**src/rtl/frp_pkg.sv**
```systemverilog
// Purpose: Shared constants for the flash reset and power-on state block
// Assumes: 40 MHz core clock
// Notes: Times are kept in their own unit; cycle counts derive from them
package frp_pkg;
  localparam int CLK_MHZ = 40;
  // Least times in microseconds or milliseconds; each converts exactly to whole cycles
  localparam int RESET_LOW_PULSE_MIN_US = 10;
  localparam int RECOVER_DECODE_US = 40;
  localparam int RECOVER_READ_US = 35;
  localparam int RECOVER_PROGRAM_US = 310;
  localparam int RECOVER_SECTOR_MS = 12;
  localparam int RECOVER_BLOCK_MS = 25;
  localparam int RECOVER_CHIP_MS = 100;
  localparam int RECOVER_STATUS_MS = 40;
  localparam int SUPPLY_TO_SELECT_US = 10;
  localparam int RESET_LOW_CYC = RESET_LOW_PULSE_MIN_US * CLK_MHZ;
  localparam int DECODE_CYC = RECOVER_DECODE_US * CLK_MHZ;
  localparam int READ_CYC = RECOVER_READ_US * CLK_MHZ;
  localparam int PROGRAM_CYC = RECOVER_PROGRAM_US * CLK_MHZ;
  localparam int SECTOR_CYC = RECOVER_SECTOR_MS * 1000 * CLK_MHZ;
  localparam int BLOCK_CYC = RECOVER_BLOCK_MS * 1000 * CLK_MHZ;
  localparam int CHIP_CYC = RECOVER_CHIP_MS * 1000 * CLK_MHZ;
  localparam int STATUS_CYC = RECOVER_STATUS_MS * 1000 * CLK_MHZ;
  localparam int SUPPLY_CYC = SUPPLY_TO_SELECT_US * CLK_MHZ;
  localparam int CNT_W = 24;
  // Operation codes on OP_KIND
  localparam logic [2:0] OP_IDLE = 3'h0;
  localparam logic [2:0] OP_DECODE = 3'h1;
  localparam logic [2:0] OP_READ = 3'h2;
  localparam logic [2:0] OP_PROGRAM = 3'h3;
  localparam logic [2:0] OP_SECTOR = 3'h4;
  localparam logic [2:0] OP_BLOCK = 3'h5;
  localparam logic [2:0] OP_CHIP = 3'h6;
  localparam logic [2:0] OP_STATUS = 3'h7;
  // Parameter table tail, bytes 64h..6Fh
  localparam logic [7:0] TBL_FIRST = 8'h64;
  localparam logic [7:0] TBL_LAST = 8'h6F;
  localparam logic [7:0] WRAP_OPCODE = 8'hC0;
  localparam logic [7:0] WRAP_LENGTHS = 8'h64;
  localparam logic [15:0] LOCK_WORD = 16'hCFFE;
  localparam logic [7:0] BLANK_BYTE = 8'hFF;
  localparam logic [15:0] MISC_WORD = 16'hF99D;
  // Transfer widths of the table read
  localparam logic [1:0] IO_SINGLE = 2'h0;
  localparam logic [1:0] IO_DUAL = 2'h1;
  localparam logic [1:0] IO_QUAD = 2'h2;
  localparam logic [7:0] CMD_RESET_ENABLE = 8'h66;
  localparam logic [7:0] CMD_RESET = 8'h99;
endpackage

```
**src/rtl/frp_reset_power.sv**
```systemverilog
// Purpose: Reset qualification, recovery lockout, power-on defaults, table tail
// Assumes: Reset and select pins are asynchronous to CLOCK
// Notes: Program and erase engines live outside; this block aborts them
`timescale 1ns/1ps

// Overview of operation
// - Reset pin low for at least 10 us resets the device.
// - After a reset cycle the device sits in standby awaiting commands.
// - Reset returns latch, busy flag and volatile lock bits to defaults.
// - Reset during program or erase aborts it; data may be corrupted.
// - Data output stays high impedance throughout the reset cycle.
// - Recovery is 40 us after decode, 35 us after read.
// - Recovery after an interrupted page program is 310 us.
// - Erase recovery: 12 ms sector, 25 ms block, 100 ms chip.
// - Recovery after an interrupted status write is 40 ms.
// - Power-up leaves standby, not deep power-down, with latch cleared.
// - Below write-inhibit threshold logic is held in reset, commands ignored.
// - Table reports wrap read supported, opcode C0h, lengths code 64h.
// - Table lock word reads CFFEh.
// - Table reports OTP support, no read lock, no permanent lock.
// - Unused table bytes read FFh.
// - Table read accepted only in single, dual-all and quad-all modes.
// - Read inserts dummy cycles after address or mode bits.
// - Software reset needs 66h immediately before 99h.
module frp_reset_power #(
  parameter int RESET_LOW_CYCLES = frp_pkg::RESET_LOW_CYC,
  parameter int DECODE_CYCLES = frp_pkg::DECODE_CYC,
  parameter int READ_CYCLES = frp_pkg::READ_CYC,
  parameter int PROGRAM_CYCLES = frp_pkg::PROGRAM_CYC,
  parameter int SECTOR_CYCLES = frp_pkg::SECTOR_CYC,
  parameter int BLOCK_CYCLES = frp_pkg::BLOCK_CYC,
  parameter int CHIP_CYCLES = frp_pkg::CHIP_CYC,
  parameter int STATUS_CYCLES = frp_pkg::STATUS_CYC,
  parameter int SUPPLY_CYCLES = frp_pkg::SUPPLY_CYC
) (
  // Clock and reset
  input wire logic CLOCK,
  input wire logic RESET,
  // Pins from the host
  input wire logic RESET_PIN_N,
  input wire logic SELECT_N,
  // Power-on detector, high while supply is below write-inhibit threshold
  input wire logic BELOW_WRITE_INHIBIT,
  // Command decoder
  input wire logic CMD_VALID,
  input wire logic [7:0] CMD_CODE,
  input wire logic [2:0] OP_KIND,
  input wire logic WEL_SET,
  input wire logic WEL_CLEAR,
  input wire logic WIP_SET,
  input wire logic WIP_CLEAR,
  input wire logic LOCK_WRITE,
  input wire logic [7:0] LOCK_IN,
  // Table read request
  input wire logic TBL_REQ,
  input wire logic [1:0] TBL_IO_MODE,
  input wire logic [7:0] TBL_ADDR,
  input wire logic [3:0] TBL_WAIT_STATES,
  // Status and control out
  output logic STANDBY,
  output logic DEEP_POWER_DOWN,
  output logic CMD_ACCEPT,
  output logic OP_ABORT,
  output logic WRITE_ENABLE_LATCH,
  output logic WRITE_IN_PROGRESS,
  output logic [7:0] LOCK_BITS,
  output logic DATA_OUT_OE,
  output logic TBL_REFUSED,
  output logic TBL_VALID,
  output logic [7:0] TBL_DATA
);

  // ****************************************************************
  // Pin synchronisers
  // ****************************************************************
  logic rst_meta_q, rst_sync_q, sel_meta_q, sel_sync_q, inh_meta_q, inh_sync_q;
  always_ff @(posedge CLOCK or posedge RESET) begin
    if (RESET) begin
      rst_meta_q <= 1'b1;
      rst_sync_q <= 1'b1;
      sel_meta_q <= 1'b1;
      sel_sync_q <= 1'b1;
      inh_meta_q <= 1'b1;
      inh_sync_q <= 1'b1;
    end else begin
      rst_meta_q <= RESET_PIN_N;
      rst_sync_q <= rst_meta_q;
      sel_meta_q <= SELECT_N;
      sel_sync_q <= sel_meta_q;
      inh_meta_q <= BELOW_WRITE_INHIBIT;
      inh_sync_q <= inh_meta_q;
    end
  end

  // ****************************************************************
  // Reset sequencer
  // ****************************************************************
  typedef enum logic [2:0] {ST_POWER, ST_SETTLE, ST_STANDBY, ST_PULSE, ST_RECOVER} frp_state_e;
  frp_state_e state_q, state_d;
  logic [frp_pkg::CNT_W-1:0] cnt_q, cnt_d, rec_len_q, rec_len_d;
  logic arm_q, arm_d, abort_q, abort_d;
  logic sw_reset;
  logic por_hold;

  assign por_hold = inh_sync_q;

  // Recovery picked from the operation in flight when the pulse began
  function automatic logic [frp_pkg::CNT_W-1:0] rec_for(input logic [2:0] k);
    unique case (k)
      frp_pkg::OP_DECODE: rec_for = frp_pkg::CNT_W'(DECODE_CYCLES);
      frp_pkg::OP_READ: rec_for = frp_pkg::CNT_W'(READ_CYCLES);
      frp_pkg::OP_PROGRAM: rec_for = frp_pkg::CNT_W'(PROGRAM_CYCLES);
      frp_pkg::OP_SECTOR: rec_for = frp_pkg::CNT_W'(SECTOR_CYCLES);
      frp_pkg::OP_BLOCK: rec_for = frp_pkg::CNT_W'(BLOCK_CYCLES);
      frp_pkg::OP_CHIP: rec_for = frp_pkg::CNT_W'(CHIP_CYCLES);
      frp_pkg::OP_STATUS: rec_for = frp_pkg::CNT_W'(STATUS_CYCLES);
      default: rec_for = frp_pkg::CNT_W'(READ_CYCLES);
    endcase
  endfunction

  always_comb begin
    state_d = state_q;
    cnt_d = cnt_q;
    rec_len_d = rec_len_q;
    arm_d = arm_q;
    abort_d = 1'b0;
    // Software reset: enable must be the command immediately before
    if (CMD_VALID && CMD_ACCEPT) begin
      arm_d = (CMD_CODE == frp_pkg::CMD_RESET_ENABLE);
    end
    if (por_hold) begin
      state_d = ST_POWER;
      cnt_d = '0;
      arm_d = 1'b0;
    end else begin
      unique case (state_q)
        ST_POWER: begin
          state_d = ST_SETTLE;
          cnt_d = '0;
        end
        ST_SETTLE: begin
          // Commands waited out until supply settled
          cnt_d = cnt_q + 1'b1;
          if (cnt_q >= frp_pkg::CNT_W'(SUPPLY_CYCLES - 1)) state_d = ST_STANDBY;
        end
        ST_STANDBY: begin
          if (!rst_sync_q) begin
            state_d = ST_PULSE;
            cnt_d = '0;
            rec_len_d = rec_for(OP_KIND);
            abort_d = (OP_KIND >= frp_pkg::OP_PROGRAM);
          end else if (sw_reset) begin
            state_d = ST_RECOVER;
            cnt_d = '0;
            rec_len_d = rec_for(OP_KIND);
            abort_d = (OP_KIND >= frp_pkg::OP_PROGRAM);
          end
        end
        ST_PULSE: begin
          // Short glitches return to standby without recovery; full pulse then recovery
          if (cnt_q < frp_pkg::CNT_W'(RESET_LOW_CYCLES)) cnt_d = cnt_q + 1'b1;
          if (rst_sync_q) begin
            state_d = (cnt_q >= frp_pkg::CNT_W'(RESET_LOW_CYCLES)) ? ST_RECOVER
                                                                   : ST_STANDBY;
            cnt_d = '0;
          end
        end
        ST_RECOVER: begin
          cnt_d = cnt_q + 1'b1;
          if (!rst_sync_q) begin
            state_d = ST_PULSE;
            cnt_d = '0;
          end else if (cnt_q >= rec_len_q - 1'b1) begin
            state_d = ST_STANDBY;
          end
        end
        default: state_d = ST_POWER;
      endcase
    end
  end

  assign sw_reset = CMD_VALID && CMD_ACCEPT && arm_q && (CMD_CODE == frp_pkg::CMD_RESET);

  always_ff @(posedge CLOCK or posedge RESET) begin
    if (RESET) begin
      state_q <= ST_POWER;
      cnt_q <= '0;
      rec_len_q <= '0;
      arm_q <= 1'b0;
      abort_q <= 1'b0;
    end else begin
      state_q <= state_d;
      cnt_q <= cnt_d;
      rec_len_q <= rec_len_d;
      arm_q <= arm_d;
      abort_q <= abort_d;
    end
  end

  logic in_reset;
  assign in_reset = (state_q == ST_PULSE) || (state_q == ST_RECOVER) || !rst_sync_q;
  // Commands gated during power hold, settling and recovery
  assign CMD_ACCEPT = (state_q == ST_STANDBY) && rst_sync_q && !por_hold
                      && !sel_sync_q;
  assign STANDBY = (state_q == ST_STANDBY);
  assign DEEP_POWER_DOWN = 1'b0;
  assign OP_ABORT = abort_q;

  // ****************************************************************
  // Volatile bits
  // ****************************************************************
  logic wel_q, wel_d, wip_q, wip_d;
  logic [7:0] lock_q, lock_d;
  logic clear_vol;
  assign clear_vol = in_reset || por_hold || (state_q == ST_POWER);

  always_comb begin
    wel_d = wel_q;
    wip_d = wip_q;
    lock_d = lock_q;
    if (clear_vol) begin
      wel_d = 1'b0;
      wip_d = 1'b0;
      lock_d = '0; // Default unprotected
    end else begin
      if (WEL_CLEAR) wel_d = 1'b0;
      if (WEL_SET) wel_d = 1'b1;
      if (WIP_CLEAR) wip_d = 1'b0;
      if (WIP_SET) wip_d = 1'b1;
      if (LOCK_WRITE) lock_d = LOCK_IN;
    end
  end

  always_ff @(posedge CLOCK or posedge RESET) begin
    if (RESET) begin
      wel_q <= 1'b0;
      wip_q <= 1'b0;
      lock_q <= '0;
    end else begin
      wel_q <= wel_d;
      wip_q <= wip_d;
      lock_q <= lock_d;
    end
  end
  assign WRITE_ENABLE_LATCH = wel_q;
  assign WRITE_IN_PROGRESS = wip_q;
  assign LOCK_BITS = lock_q;

  // ****************************************************************
  // Parameter table tail
  // ****************************************************************
  logic [7:0] byte_sel;
  logic mode_ok;
  logic [3:0] wait_q, wait_d;
  logic pend_q, pend_d, tv_q, tv_d, ref_q, ref_d;
  logic [7:0] tdata_q, tdata_d, addr_q, addr_d;

  assign mode_ok = (TBL_IO_MODE == frp_pkg::IO_SINGLE) || (TBL_IO_MODE == frp_pkg::IO_DUAL)
                   || (TBL_IO_MODE == frp_pkg::IO_QUAD);

  always_comb begin
    unique case (addr_q)
      8'h64: byte_sel = frp_pkg::MISC_WORD[7:0];
      8'h65: byte_sel = frp_pkg::MISC_WORD[15:8]; // Wrap read supported, bit 15
      8'h66: byte_sel = frp_pkg::WRAP_OPCODE;
      8'h67: byte_sel = frp_pkg::WRAP_LENGTHS;
      8'h68: byte_sel = frp_pkg::LOCK_WORD[7:0];
      8'h69: byte_sel = frp_pkg::LOCK_WORD[15:8]; // OTP yes, no read/permanent lock
      default: byte_sel = frp_pkg::BLANK_BYTE;
    endcase
  end

  always_comb begin
    pend_d = pend_q;
    wait_d = wait_q;
    addr_d = addr_q;
    tv_d = 1'b0;
    ref_d = 1'b0;
    tdata_d = tdata_q;
    if (TBL_REQ && !pend_q) begin
      if (mode_ok && CMD_ACCEPT) begin
        pend_d = 1'b1;
        wait_d = TBL_WAIT_STATES;
        addr_d = TBL_ADDR;
      end else begin
        ref_d = 1'b1;
      end
    end else if (pend_q) begin
      // Dummy cycles after address or mode bits before data
      if (wait_q != 4'h0) begin
        wait_d = wait_q - 4'h1;
      end else begin
        pend_d = 1'b0;
        tv_d = 1'b1;
        tdata_d = byte_sel;
      end
    end
    if (in_reset || por_hold) pend_d = 1'b0;
  end

  always_ff @(posedge CLOCK or posedge RESET) begin
    if (RESET) begin
      pend_q <= 1'b0;
      wait_q <= '0;
      addr_q <= '0;
      tv_q <= 1'b0;
      ref_q <= 1'b0;
      tdata_q <= '0;
    end else begin
      pend_q <= pend_d;
      wait_q <= wait_d;
      addr_q <= addr_d;
      tv_q <= tv_d;
      ref_q <= ref_d;
      tdata_q <= tdata_d;
    end
  end
  assign TBL_VALID = tv_q;
  assign TBL_DATA = tdata_q;
  assign DATA_OUT_OE = tv_q && STANDBY && rst_sync_q; // Byte drives only outside reset
  assign TBL_REFUSED = ref_q;
endmodule

```
**config.mk**
```make
export PLATFORM = sky130hd
export DESIGN_NAME = frp_reset_power
export DESIGN_NICKNAME = d
export VERILOG_FILES = /design/src/rtl/frp_pkg.sv /design/src/rtl/frp_reset_power.sv
export SDC_FILE = /design/constraint.sdc
export NUM_CORES = 1
export LEC_CHECK = 0
export BUFFER_PORTS_ARGS = -buffer_cell sky130_fd_sc_hd__buf_2
export CORE_MARGIN = 1.5
export CORE_UTILIZATION = 30
export CTS_CLUSTER_DIAMETER = 120
export CTS_CLUSTER_SIZE = 40
export DETAILED_ROUTE_END_ITERATION = 8
export PLACE_DENSITY = 0.45
export REMOVE_ABC_BUFFERS = 1
export SYNTH_ARGS = -nofsm -noshare
export SYNTH_HDL_FRONTEND = slang
export SYNTH_SLANG_ARGS = --single-unit
export TNS_END_PERCENT = 10
```
**constraint.sdc**
```tcl
create_clock -name CLOCK -period 7.5 [get_ports CLOCK]
set_input_delay 0.75 -clock CLOCK [delete_from_list [all_inputs] [get_ports CLOCK]]
set_output_delay 0.75 -clock CLOCK [all_outputs]
set_load 0.005 [all_outputs]
```
# Yosys cells after proc, flatten, opt, wreduce, memory -nomap -nowiden
# Cells that the tools add are included.
# word_totals
ff_bits	92
latch_bits	0
ram_bits	0
rom_bits	0
input_bits	45
output_inout_bits	25
wordCells	143
mem_count	0
# classes
add_sub_neg	3
multipliers	0
n_div	0
order_cmp	5
n_eq_ne	28
shift	0
n_mux	48
bitwise_logic	3
reduce_logical	36
# op_table
op	count
$mux W24	8
$pmux W22 S6	1
$pmux W24 S5	1
$eq A8 B7 Y1 const B	7
$ge A24 B9 Y1 const B	2
$pmux W8 S6	1
$add A24 B1 Y24 const B	1
$ge A24 B24 Y1	1
$lt A24 B9 Y1 const B	1
$mux W3	8
$sub A24 B1 Y24 const B	1
$mux W1	22
$mux W4	4
$mux W8	2
$eq A3 B3 Y1 const B	5
$pmux W3 S5	1
$reduce_and A3 Y1	4
$logic_and A1 B1 Y1	10
$eq A3 B2 Y1 const B	3
$eq A8 B8 Y1 const B	1
$ne A4 B4 Y1 const B	2
$reduce_bool A2 Y1	4
$eq A3 B1 Y1 const B	2
$logic_or A1 B1 Y1	6
17 further kinds	25

# Depth between registers and ports, before layout
# logic_depth
ltp_word	11
depth_mapped	12
ltp_nobuf	12

# Worst setup path after synthesis
# OpenSTA, ideal clock, no wires.
# synth_timing
path_type	register -> register
start	register rec_len_q[20] (netlist name)
end	register state_q[1]
setup_time_ns	0.132
t_arrival_ns	3.018
required_time_ns	7.368
setup_slack_ns	4.350
path_stages_with_launch	12
path_buffers	0
synth_period_minus_slack_ns	3.150
path_cell_list	dfrtp_1 > or4_4 > nor4_4 > nand2_2 > or3_4 > o21a_1 > ha_1 > a21o_1 > a21o_1 > a2111oi_0 > and4b_1 > a211oi_1
# synth_via
elab_chain_cells	4
# synth_rtl
item	line_no	text
start, declared	frp_reset_power.sv:100	logic [frp_pkg::CNT_W-1:0] cnt_q, cnt_d, rec_len_q, rec_len_d;
start signal, assigned	frp_reset_power.sv:194	rec_len_q <= rec_len_d;
$sub A24 B1 Y24	frp_reset_power.sv:173	end else if (cnt_q >= rec_len_q - 1'b1) begin
$ge A24 B24 Y1	frp_reset_power.sv:173	
$ne A4 B4 Y1 (no line)	--	
$reduce_and A4 Y1 (no line)	--	
end signal, assigned	frp_reset_power.sv:192	state_q <= state_d;
end, declared	frp_reset_power.sv:99	frp_state_e state_q, state_d;
# Every way passes these cells.
# A chain may end at the register's enable or synchronous reset.

# Final worst setup path
# Same ends and word-level chain as after synthesis.

==> results.cfg <==
[die]
dieArea_mm2 = 0.0170
rows = 46
core_mm2 = 0.0159
start_util_pct = 30.7
die_h_um = 130
die_w_um = 130
num_io_pins = 70

[worst_setup_path]
cpPeakStageDelay_ns = 0.59
cp_num_buf_inv = 0
worstPathRequired_ns = 7.72
path_cells = or4_4 > nor4_4 > nand2_2 > or3_4 > o21a_1 > ha_1 > a21o_1 > a21o_1 > a2111oi_0 > and4b_1 > a211oi_1
crit_path_end_kind = flip-flop
cp.depth = 11
crit_top_cell = a21o_1
endpoint = state_q[1]
path_class = reg -> reg
cpMaxStageDelayCell = or4_4
crit_path_max_fanout = 5
crit_start = rec_len_q[20]
r2r_cells = 11
critPathTopFamily = simple AND/OR/NAND/NOR gates
reg2reg_to = state_q[1]
crit_path_start_kind = flip-flop
reg2reg_slack_ns = 4.02
cp.arrival_ns = 3.70
reg2reg_from = rec_len_q[20]

[route]
viasPerCell = 5.11
ant_nets = 0
initialDrtViolationCount = 221
vias = 4076
detail_route.first_pass.iterations = 6
drc = 0
wire_per_inst_um = 15.4
finalWirelength_um = 12300

[power_and_ir_drop]
peakVddDrop_uv = 125
leakage_uw = 0.00253
pwr_density_cell_mw_per_mm2 = 266

[yosys]
yosys.area_share.xor_xnor_pct = 2.16
syn_area_mm2 = 0.00487
yosysSeqAreaShare_pct = 42.3
yosysTopAreaCell = dfrtp_1
synth_edf_count = 0
async_reset_ff_share_pct = 100
synth.area.mux_share_pct = 4.13
synthCells = 516
ys_seq_elements = 82
synth_top_family_by_area = simple AND/OR/NAND/NOR gates
syn_avg_cell_area_um2 = 9.44
synth_top_cell_area_share_pct = 39.0
yosys_most_used_dff = dfrtp_1
synthSimpleGateAreaFrac_pct = 22.6
yosysWarningCount = 0
yosysUniqueCellTypes = 68
synth_fa_ha_area_share_pct = 6.88
synth_compound_area_share_pct = 17.8
synth_area_leaders = dfrtp_1 (39%), ha_1 (6.7%), o31ai_1 (3.7%), nand2_1 (3.5%), dfstp_2 (3.2%)

[layout]
drive_above_1_share_pct = 20.3
n_antenna_cell = 0
multi_input_area_mm2 = 0.00261
seqCellArea_mm2 = 0.00206
nets = 647
n_fill_cell = 1662
syn2layout_area_growth_pct = 16.8

[global_routing]
grt-ovfl-total = 0
grt_pass1_vias = 3888
track_usage_pct = 15.2
grt_max_degree = 59
grt_pass1_wl_um = 19900
antenna_found_initial = 0

[timing]
tightestPinTransition_ns = 0.880
setup_violations = 0
skew_ns = 0.00401
period_share_pct = 46.4
maxSlewHeadroom_pct = 41.1
whs_ns = 0.357
fin_crit_ns = 3.48
timing.setup.tns_ns = 0
fmaxAchievable_mhz = 287
rsz0062_at_grt = no
final-max-slew-violation-count = 0
finalHoldViolations = 0

[clocking]
cts_buffers = 9
cts.path.max_buffers = 2
ctsResizeCount = 0
post_cts_buffers = 0
insertion_delay_ns = 0.35
cts_sinks = 82
postCtsHoldBufs = 0
clk_pin_slew_worst_paths_ns = 0.06
ctsHtreeMaxLevel = 3
cts_root_buf = clkbuf_16
tritoncts = done

[place]
numPortBuffers = 68
gp_congestion = 0.797
dp_hpwl_um = 8920

[status]
status = finished clean

[hold_path]
hp-class = reg -> reg

[flow_run]
maxCapViolCount = 0
## cell usage after synthesis, types with 4 or more instances
library cell	number
a211oi_1	11
a21o_1	5
a21oi_1	24
a311oi_1	5
and2_1	4
and3_1	4
and4_1	4
buf_2	9
clkbuf_1	12
dfrtp_1	76
dfstp_2	6
ha_1	26
inv_1	22
mux2_2	9
mux2i_1	10
nand2_1	45
nand2b_1	9
nand3_1	16
nand4_1	8
nor2_1	39
nor2b_1	5
nor3_1	22
nor3b_1	6
nor4_1	8
o21ai_0	27
o22ai_1	7
o31ai_1	24
o41ai_1	5
xnor2_1	11
## power by group
part           internal, uW  switching [uW]  leakage [uW]
Sequential              522             103       0.00108
Clock                   227             193      0.000136
Combinational           213             255       0.00132
## cells by family after synthesis
group / Yosys count
and+or+nand+nor: 198
AOI/OAI and AO/OA: 130
DFF: 82
buffers and inverters: 47
adders and majority gates: 27
muxes: 19
xor gates and xnor gates: 12
other: 1
## worst reg2reg max path: stages (launching register included)
cell       delay, ns
dfrtp_1         0.42
or4_4           0.59
nor4_4          0.23
nand2_2         0.11
or3_4           0.39
o21a_1          0.19
ha_1            0.30
a21o_1          0.20
a21o_1          0.17
a2111oi_0       0.41
and4b_1         0.30
a211oi_1        0.06
## how the worst min path moves through the flow
stage	startpoint	endpoint	slack, ns	depth (start not counted)
floorplan	inh_meta_q	inh_sync_q	0.35	0
global placement	inh_meta_q	inh_sync_q	0.35	0
detailed placement	rst_meta_q	rst_sync_q	0.35	0
CTS	rst_meta_q	rst_sync_q	0.36	0
global route	rst_meta_q	rst_sync_q	0.36	0
finish	inh_meta_q	inh_sync_q	0.36	0
## stage by stage
step | power, uW | area, um2 | std cells | util, % | setup WS (ns)
floorplan | 951 | 4760 | 491 | - | 4.35
detailed placement | 1110 | 5410 | 781 | 34.1 | 4.02
finish | 1510 | 5690 | 797 | 35.8 | 4.02
global route | 1630 | 5690 | 797 | 35.8 | 3.82
global placement | 1090 | 5410 | 781 | 34.1 | 4.17
CTS | 1540 | 5690 | 797 | 35.8 | 4.00
## layout make-up
type / instances / share of cell area, %
Multi-Input combinational cell: 387 / 45.9
Clock buffer: 9 / 3.96
Tap cell: 216 / 4.75
Clock inverter: 7 / 0.923
Sequential cell: 82 / 36.2
Timing Repair Buffer: 74 / 6.77
Inverter: 22 / 1.47
## placed cells by master, fill, tap and decap left out, types with 4 or more instances in the layout
cell	count
a211oi_1	11
a21o_1	5
a21oi_1	24
a311oi_1	5
and2_1	4
and3_1	4
and4_1	4
buf_2	68
buf_4	6
clkbuf_16	9
dfrtp_1	76
dfstp_2	6
ha_1	26
inv_1	21
mux2_2	9
mux2i_1	10
nand2_1	45
nand2b_1	9
nand3_1	16
nand4_1	8
nor2_1	39
nor2b_1	5
nor3_1	22
nor3b_1	6
nor4_1	8
o21ai_0	27
o22ai_1	7
o31ai_1	24
o41ai_1	5
xnor2_1	11
## layer usage
metal	wire length, um	GRT usage [%]
met5	0	0
met2	5760	24.9
met3	474	2.16
met1	5790	19.9
met4	231	6.98
## flip-flops by register name, summed over array words and instances, names as in the netlist, 3 cells and up
name and flops:
TBL_DATA 8, LOCK_BITS 8, rec_len_q 14, wait_q 4
addr_q 8, cnt_q 24, state_q 3
Power figures use the tool's default switching activity.
